[src/rtl/pkgt_regs.svh]
/*
  Register map, field masks, reset values and bus answer timing of the
  port K / port T general-purpose I/O block.
  Assumes a 32-bit APB with byte addresses; each register takes one aligned word.
*/
`ifndef PKGT_REGS_SVH
`define PKGT_REGS_SVH

`define PKGT_OFS_PORT_T_DATA 32'h0000_0240
`define PKGT_OFS_PORT_T_DIRECTION 32'h0000_0244
`define PKGT_OFS_PORT_K_DATA 32'h0000_0248
`define PKGT_OFS_PORT_K_DIRECTION 32'h0000_024c

`define PKGT_RST_PORT_T_DATA 8'h00
`define PKGT_RST_PORT_T_DIRECTION 8'h00
`define PKGT_RST_PORT_K_DATA 8'h00
`define PKGT_RST_PORT_K_DIRECTION 8'h00

`define PKGT_K_IMPL_MASK 8'hbf
`define PKGT_T_PWM_LSB 4
`define PKGT_T_API_BIT 5

`define PKGT_APB_WAIT_CYCLES 0

`endif

[src/rtl/pkgt_pkg.sv]
/*
  Types shared by the port K / port T general-purpose I/O block.
  Assumes the constants of pkgt_regs.svh; holds types only.
*/
package pkgt_pkg;

  typedef enum logic [1:0] {
    PKGT_ST_IDLE = 2'b01,
    PKGT_ST_ANSWER = 2'b10
  } pkgt_apb_e;

  typedef enum logic [4:0] {
    PKGT_SEL_NONE = 5'h01,
    PKGT_SEL_T_DATA = 5'h02,
    PKGT_SEL_T_DIR = 5'h04,
    PKGT_SEL_K_DATA = 5'h08,
    PKGT_SEL_K_DIR = 5'h10
  } pkgt_sel_e;

  // Alternative functions that may take port T pins over.
  typedef struct packed {
    logic [7:0] tim_en;
    logic [7:0] tim_val;
    logic [3:0] pwm_en;
    logic [3:0] pwm_val;
    logic api_en;
    logic api_val;
  } pkgt_alt_s;

  typedef struct packed {
    logic [7:0] value;
    logic [7:0] oe_n;
  } pkgt_pin_s;

  typedef struct packed {
    pkgt_apb_e st;
    logic pready;
    logic pslverr;
    logic [31:0] prdata;
    logic [7:0] port_t_data;
    logic [7:0] port_t_direction;
    logic [7:0] port_k_data;
    logic [7:0] port_k_direction;
    pkgt_pin_s t_pins;
    pkgt_pin_s k_pins;
  } pkgt_state_s;

endpackage

[src/rtl/pkgt_gpio.sv]
/*
  Port K and port T general-purpose I/O with alternative-function precedence
  on port T, reached by software over APB.
  Assumes pin inputs are synchronous to clock, and that the timer, routed PWM
  and regulator periodic-interrupt sources present their enables and levels
  as plain synchronous inputs.
  Assumes an APB master that holds each request until pready; the answer comes
  in the first access cycle while clk_en stays high; clk_en low at the setup edge leaves it unanswered.
  Pin outputs are registered, so they follow their sources one clock later.
  Reset acts at any edge, whether clk_en is high or not.
*/
`timescale 1ns/1ps
`include "pkgt_regs.svh"

////////////////////////////////////////////////////////////////////////////////

module pkgt_gpio #(
  parameter int PADDR_W = 16
) (
  input wire logic clock, // 100 MHz bus clock
  input wire logic reset, // synchronous, active high
  input wire logic clk_en, // low freezes all state
  input wire logic psel, // APB select
  input wire logic penable, // APB access phase
  input wire logic pwrite, // APB write
  input wire logic [PADDR_W-1:0] paddr, // APB byte address
  input wire logic [31:0] pwdata, // APB write data
  input wire logic [3:0] pstrb, // APB byte strobes
  output logic pready, // APB ready
  output logic pslverr, // APB error for unmapped address
  output logic [31:0] prdata, // APB read data
  input wire pkgt_pkg::pkgt_alt_s alt, // timer, PWM, regulator sources
  input wire logic [7:0] port_t_in, // port T pin levels
  output logic [7:0] port_t_out, // port T pin drive values
  output logic [7:0] port_t_oe_n, // port T enables, low drives
  input wire logic [7:0] port_k_in, // port K pin levels
  output logic [7:0] port_k_out, // port K pin drive values
  output logic [7:0] port_k_oe_n // port K enables, low drives
);

  ////////////////////////////////////////////////////////////////////////////////

  // Elaboration checks: refuse settings that the decode and pin logic cannot serve.
  if (PADDR_W < 10 || PADDR_W > 32) begin : g_bad_addr_width
    $error("pkgt_gpio: PADDR_W must lie between 10 and 32");
  end
  if (`PKGT_APB_WAIT_CYCLES != 0) begin : g_bad_wait
    $error("pkgt_gpio: the answer logic serves zero wait states only");
  end
  if (`PKGT_T_PWM_LSB + 4 != 8) begin : g_bad_pwm_lsb
    $error("pkgt_gpio: routed PWM must cover the top four port T bits");
  end
  if (`PKGT_T_API_BIT < `PKGT_T_PWM_LSB || `PKGT_T_API_BIT > 7) begin : g_bad_api_bit
    $error("pkgt_gpio: the regulator output bit must lie among the PWM bits");
  end

  localparam logic [7:0] K_MASK = `PKGT_K_IMPL_MASK;

  pkgt_pkg::pkgt_state_s s_q;
  pkgt_pkg::pkgt_state_s s_d;

  ////////////////////////////////////////////////////////////////////////////////

  // Address decode, shared by the read path and the write path.
  // Unaligned and unmapped addresses both fall to the default and answer with an error.
  function automatic pkgt_pkg::pkgt_sel_e decode(input logic [31:0] a);
    pkgt_pkg::pkgt_sel_e r;
    r = pkgt_pkg::PKGT_SEL_NONE;
    case (a)
      `PKGT_OFS_PORT_T_DATA: begin
        r = pkgt_pkg::PKGT_SEL_T_DATA;
      end
      `PKGT_OFS_PORT_T_DIRECTION: begin
        r = pkgt_pkg::PKGT_SEL_T_DIR;
      end
      `PKGT_OFS_PORT_K_DATA: begin
        r = pkgt_pkg::PKGT_SEL_K_DATA;
      end
      `PKGT_OFS_PORT_K_DIRECTION: begin
        r = pkgt_pkg::PKGT_SEL_K_DIR;
      end
      default: begin
        r = pkgt_pkg::PKGT_SEL_NONE;
      end
    endcase
    return r;
  endfunction

  // Data readback: stored bit where the pin is an output, pin level otherwise.
  // Forced alternative outputs still read by the stored direction bit.
  function automatic logic [7:0] readback(
    input logic [7:0] data,
    input logic [7:0] dir,
    input logic [7:0] pin
  );
    return (data & dir) | (pin & ~dir);
  endfunction

  // Write merge: only the low byte lane stores, and only implemented bits take
  // the data, so an unimplemented bit keeps reading zero.
  function automatic logic [7:0] merge(
    input logic [7:0] old,
    input logic [7:0] wdata,
    input logic [7:0] impl,
    input logic lane
  );
    return lane ? (wdata & impl) : old;
  endfunction

  // Read word of one register: the low byte carries the value, the rest is zero.
  function automatic logic [31:0] read_word(
    input pkgt_pkg::pkgt_sel_e which,
    input pkgt_pkg::pkgt_state_s regs,
    input logic [7:0] t_pin,
    input logic [7:0] k_pin
  );
    logic [31:0] w;
    w = 32'h0000_0000;
    case (which)
      pkgt_pkg::PKGT_SEL_T_DATA: begin
        w[7:0] = readback(regs.port_t_data, regs.port_t_direction, t_pin);
      end
      pkgt_pkg::PKGT_SEL_T_DIR: begin
        w[7:0] = regs.port_t_direction;
      end
      pkgt_pkg::PKGT_SEL_K_DATA: begin
        w[7:0] = readback(regs.port_k_data, regs.port_k_direction, k_pin) & K_MASK;
      end
      pkgt_pkg::PKGT_SEL_K_DIR: begin
        w[7:0] = regs.port_k_direction & K_MASK;
      end
      default: begin
        w = 32'h0000_0000;
      end
    endcase
    return w;
  endfunction

  ////////////////////////////////////////////////////////////////////////////////

  // Port T pin precedence, one copy per bit.
  // Each branch lists the sources from strongest to weakest.
  logic [7:0] t_drive;
  logic [7:0] t_value;

  genvar gi;
  generate
    for (gi = 0; gi < 8; gi++) begin : g_port_t
      if (gi >= `PKGT_T_PWM_LSB && gi != `PKGT_T_API_BIT) begin : g_tpwm
        always_comb begin
          if (alt.tim_en[gi]) begin
            t_drive[gi] = 1'b1;
            t_value[gi] = alt.tim_val[gi];
          end else if (alt.pwm_en[gi-`PKGT_T_PWM_LSB]) begin
            t_drive[gi] = 1'b1;
            t_value[gi] = alt.pwm_val[gi-`PKGT_T_PWM_LSB];
          end else begin
            t_drive[gi] = s_q.port_t_direction[gi];
            t_value[gi] = s_q.port_t_data[gi];
          end
        end
      end else if (gi == `PKGT_T_API_BIT) begin : g_tapi
        always_comb begin
          if (alt.tim_en[gi]) begin
            t_drive[gi] = 1'b1;
            t_value[gi] = alt.tim_val[gi];
          end else if (alt.pwm_en[gi-`PKGT_T_PWM_LSB]) begin
            t_drive[gi] = 1'b1;
            t_value[gi] = alt.pwm_val[gi-`PKGT_T_PWM_LSB];
          end else if (alt.api_en) begin
            t_drive[gi] = 1'b1;
            t_value[gi] = alt.api_val;
          end else begin
            t_drive[gi] = s_q.port_t_direction[gi];
            t_value[gi] = s_q.port_t_data[gi];
          end
        end
      end else begin : g_tlow
        always_comb begin
          if (alt.tim_en[gi]) begin
            t_drive[gi] = 1'b1;
            t_value[gi] = alt.tim_val[gi];
          end else begin
            t_drive[gi] = s_q.port_t_direction[gi];
            t_value[gi] = s_q.port_t_data[gi];
          end
        end
      end
    end
  endgenerate

  ////////////////////////////////////////////////////////////////////////////////

  // Port K pin drive, one copy per bit; the missing bit is held released.
  logic [7:0] k_drive;
  logic [7:0] k_value;

  generate
    for (gi = 0; gi < 8; gi++) begin : g_port_k
      if (K_MASK[gi]) begin : g_kimpl
        always_comb begin
          k_drive[gi] = s_q.port_k_direction[gi];
          k_value[gi] = s_q.port_k_data[gi];
        end
      end else begin : g_kgap
        // No pin logic behind this bit: released, and its value held low.
        always_comb begin
          k_drive[gi] = 1'b0;
          k_value[gi] = 1'b0;
        end
      end
    end
  endgenerate

  ////////////////////////////////////////////////////////////////////////////////

  logic [31:0] addr_ext;
  pkgt_pkg::pkgt_sel_e sel;
  logic wr_lane;

  assign addr_ext = 32'(paddr);
  assign sel = decode(addr_ext);
  assign wr_lane = pstrb[0];

  always_comb begin
    s_d = s_q;

    // Direction bits steer the pins; alternative functions only override the
    // pin, so forced outputs leave the stored direction untouched.
    s_d.t_pins.oe_n = ~t_drive;
    s_d.t_pins.value = t_value;

    s_d.k_pins.oe_n = ~k_drive;
    s_d.k_pins.value = k_value;

    // The read word and the error flag are taken at the setup edge; the write
    // lands at the access edge, where pready is already high.
    case (s_q.st)
      pkgt_pkg::PKGT_ST_IDLE: begin
        s_d.pready = 1'b0;
        s_d.pslverr = 1'b0;
        if (psel && !penable) begin
          // Answer is prepared at the setup edge so pready can be a flop.
          s_d.st = pkgt_pkg::PKGT_ST_ANSWER;
          s_d.pready = 1'b1;
          s_d.prdata = read_word(sel, s_q, port_t_in, port_k_in);
          if (sel == pkgt_pkg::PKGT_SEL_NONE) begin
            s_d.pslverr = 1'b1;
          end
        end
      end

      pkgt_pkg::PKGT_ST_ANSWER: begin
        if (psel && penable) begin
          s_d.st = pkgt_pkg::PKGT_ST_IDLE;
          s_d.pready = 1'b0;
          s_d.pslverr = 1'b0;
          if (pwrite) begin
            case (sel)
              pkgt_pkg::PKGT_SEL_T_DATA: begin
                s_d.port_t_data = merge(s_q.port_t_data, pwdata[7:0], 8'hff, wr_lane);
              end
              pkgt_pkg::PKGT_SEL_T_DIR: begin
                s_d.port_t_direction = merge(s_q.port_t_direction, pwdata[7:0],
                  8'hff, wr_lane);
              end
              pkgt_pkg::PKGT_SEL_K_DATA: begin
                s_d.port_k_data = merge(s_q.port_k_data, pwdata[7:0],
                  K_MASK, wr_lane);
              end
              pkgt_pkg::PKGT_SEL_K_DIR: begin
                s_d.port_k_direction = merge(s_q.port_k_direction, pwdata[7:0],
                  K_MASK, wr_lane);
              end
              default: begin
                s_d.port_t_data = s_q.port_t_data;
              end
            endcase
          end
        end else begin
          // Master dropped the transfer: abandon the answer.
          s_d.st = pkgt_pkg::PKGT_ST_IDLE;
          s_d.pready = 1'b0;
          s_d.pslverr = 1'b0;
        end
      end

      default: begin
        s_d.st = pkgt_pkg::PKGT_ST_IDLE;
        s_d.pready = 1'b0;
        s_d.pslverr = 1'b0;
      end
    endcase
  end

  ////////////////////////////////////////////////////////////////////////////////

  // Reset is not gated by clk_en, so a frozen block can still be brought back
  // to a known state.
  always_ff @(posedge clock) begin
    if (reset) begin
      s_q.st <= pkgt_pkg::PKGT_ST_IDLE;
      s_q.pready <= 1'b0;
      s_q.pslverr <= 1'b0;
      s_q.prdata <= 32'h0000_0000;
      s_q.port_t_data <= `PKGT_RST_PORT_T_DATA;
      s_q.port_t_direction <= `PKGT_RST_PORT_T_DIRECTION;
      s_q.port_k_data <= `PKGT_RST_PORT_K_DATA;
      s_q.port_k_direction <= `PKGT_RST_PORT_K_DIRECTION;
      s_q.t_pins.value <= 8'h00;
      s_q.t_pins.oe_n <= 8'hff;
      s_q.k_pins.value <= 8'h00;
      s_q.k_pins.oe_n <= 8'hff;
    end else if (clk_en) begin
      s_q <= s_d;
    end
  end

  ////////////////////////////////////////////////////////////////////////////////

  assign pready = s_q.pready;
  assign pslverr = s_q.pslverr;
  assign prdata = s_q.prdata;
  assign port_t_out = s_q.t_pins.value;
  assign port_t_oe_n = s_q.t_pins.oe_n;
  assign port_k_out = s_q.k_pins.value;
  assign port_k_oe_n = s_q.k_pins.oe_n;

endmodule

[config.mk]
export PLATFORM = sky130hd
export DESIGN_NAME = pkgt_gpio
export DESIGN_NICKNAME = d
export VERILOG_FILES = /design/src/rtl/pkgt_pkg.sv /design/src/rtl/pkgt_gpio.sv
export VERILOG_INCLUDE_DIRS = /design/src /design/src/rtl
export SDC_FILE = /design/constraint.sdc
export NUM_CORES = 1
export LEC_CHECK = 0
export CORE_MARGIN = 2
export CORE_UTILIZATION = 53
export CTS_BUF_LIST = sky130_fd_sc_hd__clkbuf_16
export DETAILED_ROUTE_END_ITERATION = 8
export DONT_BUFFER_PORTS = 1
export HOLD_SLACK_MARGIN = 0.06
export PLACE_DENSITY = 0.68
export SLEW_MARGIN = 20
export SYNTH_ARGS = -nofsm -noshare
export SYNTH_HDL_FRONTEND = slang
export SYNTH_SLANG_ARGS = --single-unit
[constraint.sdc]
create_clock -name clock -period 2.1 [get_ports clock]
set_input_delay 0.42 -clock clock [delete_from_list [all_inputs] [get_ports clock]]
set_output_delay 0.42 -clock clock [all_outputs]
set_load 0.005 [all_outputs]
==> run summary <==
SYNTHESIS
---------------------------------------------------------------------------------
Fraction of registers with async set/reset                                     0%
Main flop type after synthesis                                       sky130_fd_sc_hd__dfxtp_1
Mean cell area of the mapped netlist                                     9.61 um2
Count leader, synth                                                  sky130_fd_sc_hd__dfxtp_1
Fraction of synthesized cell area taken by the top area cell type           38.6%
Cell types with the highest counts after synthesis                   sky130_fd_sc_hd__dfxtp_1, sky130_fd_sc_hd__buf_4, sky130_fd_sc_hd__mux2i_1, sky130_fd_sc_hd__nand2b_1
Netlist Area Pre-Place                                                   3730 um2
Number of distinct library cells after synthesis                               40
Number of flip-flops and latches in the synthesized netlist                    72
Cell types occupying the most area after synthesis                   sky130_fd_sc_hd__dfxtp_1, sky130_fd_sc_hd__mux2i_1, sky130_fd_sc_hd__buf_4
Number of enable flip-flop cells after synthesis                                0
Share of the yosys chip area belonging to registers                         38.6%
Post-synthesis cell count                                                     388
Cell type contributing the most total cell area after synthesis      sky130_fd_sc_hd__dfxtp_1
Number of synthesis warnings                                                    0

PLACED DESIGN
---------------------------------------------------------------------------------
Cell count after placement                                                    431
Post-detailed-placement half-perimeter wirelength                         5760 um
Final weighted congestion in routability-driven placement                   0.804
Number of buffer cells added on primary ports                                   0

WORST SETUP PATH
---------------------------------------------------------------------------------
Crit path capture type                                                  flip-flop
Dominant delay contributor by cell family on the critical path       simple AND/OR/NAND/NOR gates
Launching point of the worst reg2reg path                            s_q[98]$_SDFFE_PP1P_
CP peak stage delay                                                       0.65 ns
Type of the setup path with the least slack                          flip-flop to flip-flop
List of cells traversed by the critical path                         and4b_1 -> nand3_2 -> or3_1 -> mux2i_1
Worst Setup Start Kind                                                  flip-flop
Worst reg2reg path depth                                                        4
Number of buffers and inverters on the critical path                            0
Max stage delay cell, worst path                                     sky130_fd_sc_hd__or3_1
Crit path arrival time                                                    1.92 ns
Worst reg-to-reg setup slack                                              0.37 ns
Capture instance of the worst register-to-register path              s_q[54]$_SDFFE_PP0P_
Required time of the critical path                                        2.29 ns
Crit Path Max Fanout                                                            8

FLOORPLAN
---------------------------------------------------------------------------------
Floorplan die height                                                      87.9 um
Area of the die                                                          7720 um2
Initial core utilization                                                    54.9%
Chip width                                                                87.9 um
Count of standard-cell rows                                                    30
Count of boundary I/O pins                                                    166
Placeable core region                                                    6790 um2

FLOW RUN
---------------------------------------------------------------------------------
Max-cap violations                                                              0

DETAILED ROUTING
---------------------------------------------------------------------------------
Detailed-route vias per instance                                             5.46
Iter 0 DRT Violations                                                          85
Overall via count from detail_route                                          2439
Total iterations of the first detailed-routing run                              4
Count of nets left with antenna violations after detail routing                 0
Total routed wirelength                                                   8040 um
Post-route DRC                                                                  0
Detailed-route wire length per cell                                       18.0 um

CTS
---------------------------------------------------------------------------------
CTS tree                                                                     done
TritonCTS buffer count                                                          9
Root buffer cell                                                     sky130_fd_sc_hd__clkbuf_16
Worst skew pair latency                                                   0.33 ns
Count of cells resized by post-cts repair                                       0
Depth of the CTS H-tree                                                         3
Number of buffers between clock root and the deepest sink                       2
Sink Count                                                                     72
Hold_buf cts                                                                    0
Register clock-pin slew on the reported worst setup and hold paths        0.06 ns
Buffer count from post-CTS setup fixing                                         0

STA
---------------------------------------------------------------------------------
Headroom to the max-slew limit                                              61.3%
Number of hold violations in the final report                                   0
Finish-stage setup viols                                                        0
Min cycle time layout                                                     1.73 ns
Maximum clock frequency                                                 0.578 GHz
Setup repair after global routing missed its margin                            no
Post-route clock skew                                                  0.00649 ns
Least-Margin Pin Slew                                                    0.580 ns
Final cycle utilization of the critical path                                82.4%
Final slew viol count                                                           0
Setup TNS                                                                    0 ns

FINISH
---------------------------------------------------------------------------------
Fin util                                                                    54.5%
Final std cells w/o fill                                                      447
Fillcell total                                                                632
Area growth from synthesis to final layout                                -0.637%
Post-layout nets                                                              446
Antenna cells                                                                   0
Share of cells above drive strength 1                                       10.3%

OUTCOME
---------------------------------------------------------------------------------
Status                                                               finished, final reports clean

MIN PATH
---------------------------------------------------------------------------------
Hold Crit Endpoint                                                   port_t_out[1]$_SDFFE_PP0P_
Worst Hold Launch                                                           reset
Hold Path Depth                                                                 1
Tightest Hold Check Type                                             input port to flip-flop

GRT
---------------------------------------------------------------------------------
Vias in the first global route                                               2264
Total gr overflow                                                               0
Antenna violations before repair                                                0
Largest net degree at the start of global routing                              75
First-pass GRT wire length                                               12200 um
Tot GR Track Use                                                            21.5%

PWR
---------------------------------------------------------------------------------
Power density over cell area                                           808 nW/um2
Worst vdd ir                                                             0.370 mV
Leakage power of the design                                               1.54 nW

-- registers in the layout, indices dropped and copies added (netlist names) --
signal	count
s_q	18
port_t_oe_n	8
port_t_out	8
prdata	8
k_drive	7
k_value	7
port_k_oe_n	7
port_k_out	7
pready	1
pslverr	1
-- where the power goes --
| group | total, mW | internal [mW] | leakage [nW] | switching, mW |
|---|---|---|---|---|
| registers | 1.41 | 1.39 | 0.584 | 0.0193 |
| clock network | 1.46 | 0.908 | 0.144 | 0.557 |
| logic | 0.118 | 0.0616 | 0.809 | 0.0567 |
-- worst register-to-register path, stage by stage (launching register included) --
cell and delay (ns):
sky130_fd_sc_hd__dfxtp_1 0.33, sky130_fd_sc_hd__and4b_1 0.27, sky130_fd_sc_hd__nand3_2 0.14, sky130_fd_sc_hd__or3_1 0.65
sky130_fd_sc_hd__mux2i_1 0.21
-- per-layer routing --
layer / wire, um / track usage (%) / share of wire, %
met1: 3480 / 27.6 / 43
met2: 3710 / 32.1 / 46
met3: 652 / 7.92 / 8.1
met4: 199 / 9.79 / 2.5
met5: 0 / 0 / 0
-- per-stage QoR --
step / hold slack (ns) / cell area (um2) / setup slack, ns / power, mW
2_1_floorplan: 0.439 / 3820 / 0.423 / 1.63
3_3_place_gp: 0.463 / 3420 / 0.184 / 1.56
3_5_place_dp: 0.468 / 3420 / 0.146 / 1.56
4_1_cts: 0.158 / 3710 / 0.377 / 3.01
5_1_grt: 0.156 / 3710 / 0.300 / 3.11
6_report: 0.163 / 3710 / 0.370 / 2.99
-- cell type report --
cell class / instances / area (um2) / area share [%]
flip-flops and latches: 72 / 1440 / 38.9
well taps: 96 / 120 / 3.24
clock inverters: 7 / 63.8 / 1.72
multi-input cells: 257 / 1810 / 49.0
inverters: 1 / 3.75 / 0.101
repair buffers: 5 / 37.5 / 1.01
clock buffers: 9 / 225 / 6.08
-- cell families after synthesis --
| logic type | after synthesis | share of synthesized area, % |
|---|---|---|
| multiplexers | 70 | 19.0 |
| other | 2 | 0.201 |
| AND/OR/NAND/NOR | 108 | 17.3 |
| AO/OA/AOI/OAI | 53 | 9.70 |
| flip-flops | 72 | 38.6 |
| buffers and inverters | 83 | 15.1 |
-- how the worst max path moves through the flow --
stage	depth (start not counted)	start	endpoint
after floorplan	5	paddr[15]	k_value[0]$_SDFFE_PP0P_
after global placement	4	paddr[11]	s_q[55]$_SDFFE_PP0P_
after detailed placement	4	paddr[11]	s_q[48]$_SDFFE_PP0P_
after CTS	4	s_q[98]$_SDFFE_PP1P_	s_q[54]$_SDFFE_PP0P_
after global routing	4	s_q[98]$_SDFFE_PP1P_	s_q[52]$_SDFFE_PP0P_
final	4	s_q[98]$_SDFFE_PP1P_	s_q[54]$_SDFFE_PP0P_
-- cell usage in the layout (no fill, tap or decap), types with 2 or more instances in the layout --
cell,synthesis,routed
sky130_fd_sc_hd__o31ai_1,4,4
sky130_fd_sc_hd__nand2_1,21,21
sky130_fd_sc_hd__clkinv_2,0,2
sky130_fd_sc_hd__nor2_1,21,21
sky130_fd_sc_hd__nand2_2,2,2
sky130_fd_sc_hd__clkinv_1,1,2
sky130_fd_sc_hd__a211oi_1,5,5
sky130_fd_sc_hd__nand2b_1,45,45
sky130_fd_sc_hd__a22o_1,8,8
sky130_fd_sc_hd__dfxtp_1,72,72
sky130_fd_sc_hd__buf_4,65,5
sky130_fd_sc_hd__a21oi_1,11,11
sky130_fd_sc_hd__mux2_2,7,7
sky130_fd_sc_hd__mux2i_1,63,63
sky130_fd_sc_hd__or3_1,3,3
sky130_fd_sc_hd__o41ai_1,3,3
sky130_fd_sc_hd__o221ai_1,7,7
sky130_fd_sc_hd__clkbuf_16,0,9
sky130_fd_sc_hd__conb_1,2,26
sky130_fd_sc_hd__o21ai_0,13,13
No activity file was read; power rests on OpenSTA's default activity.
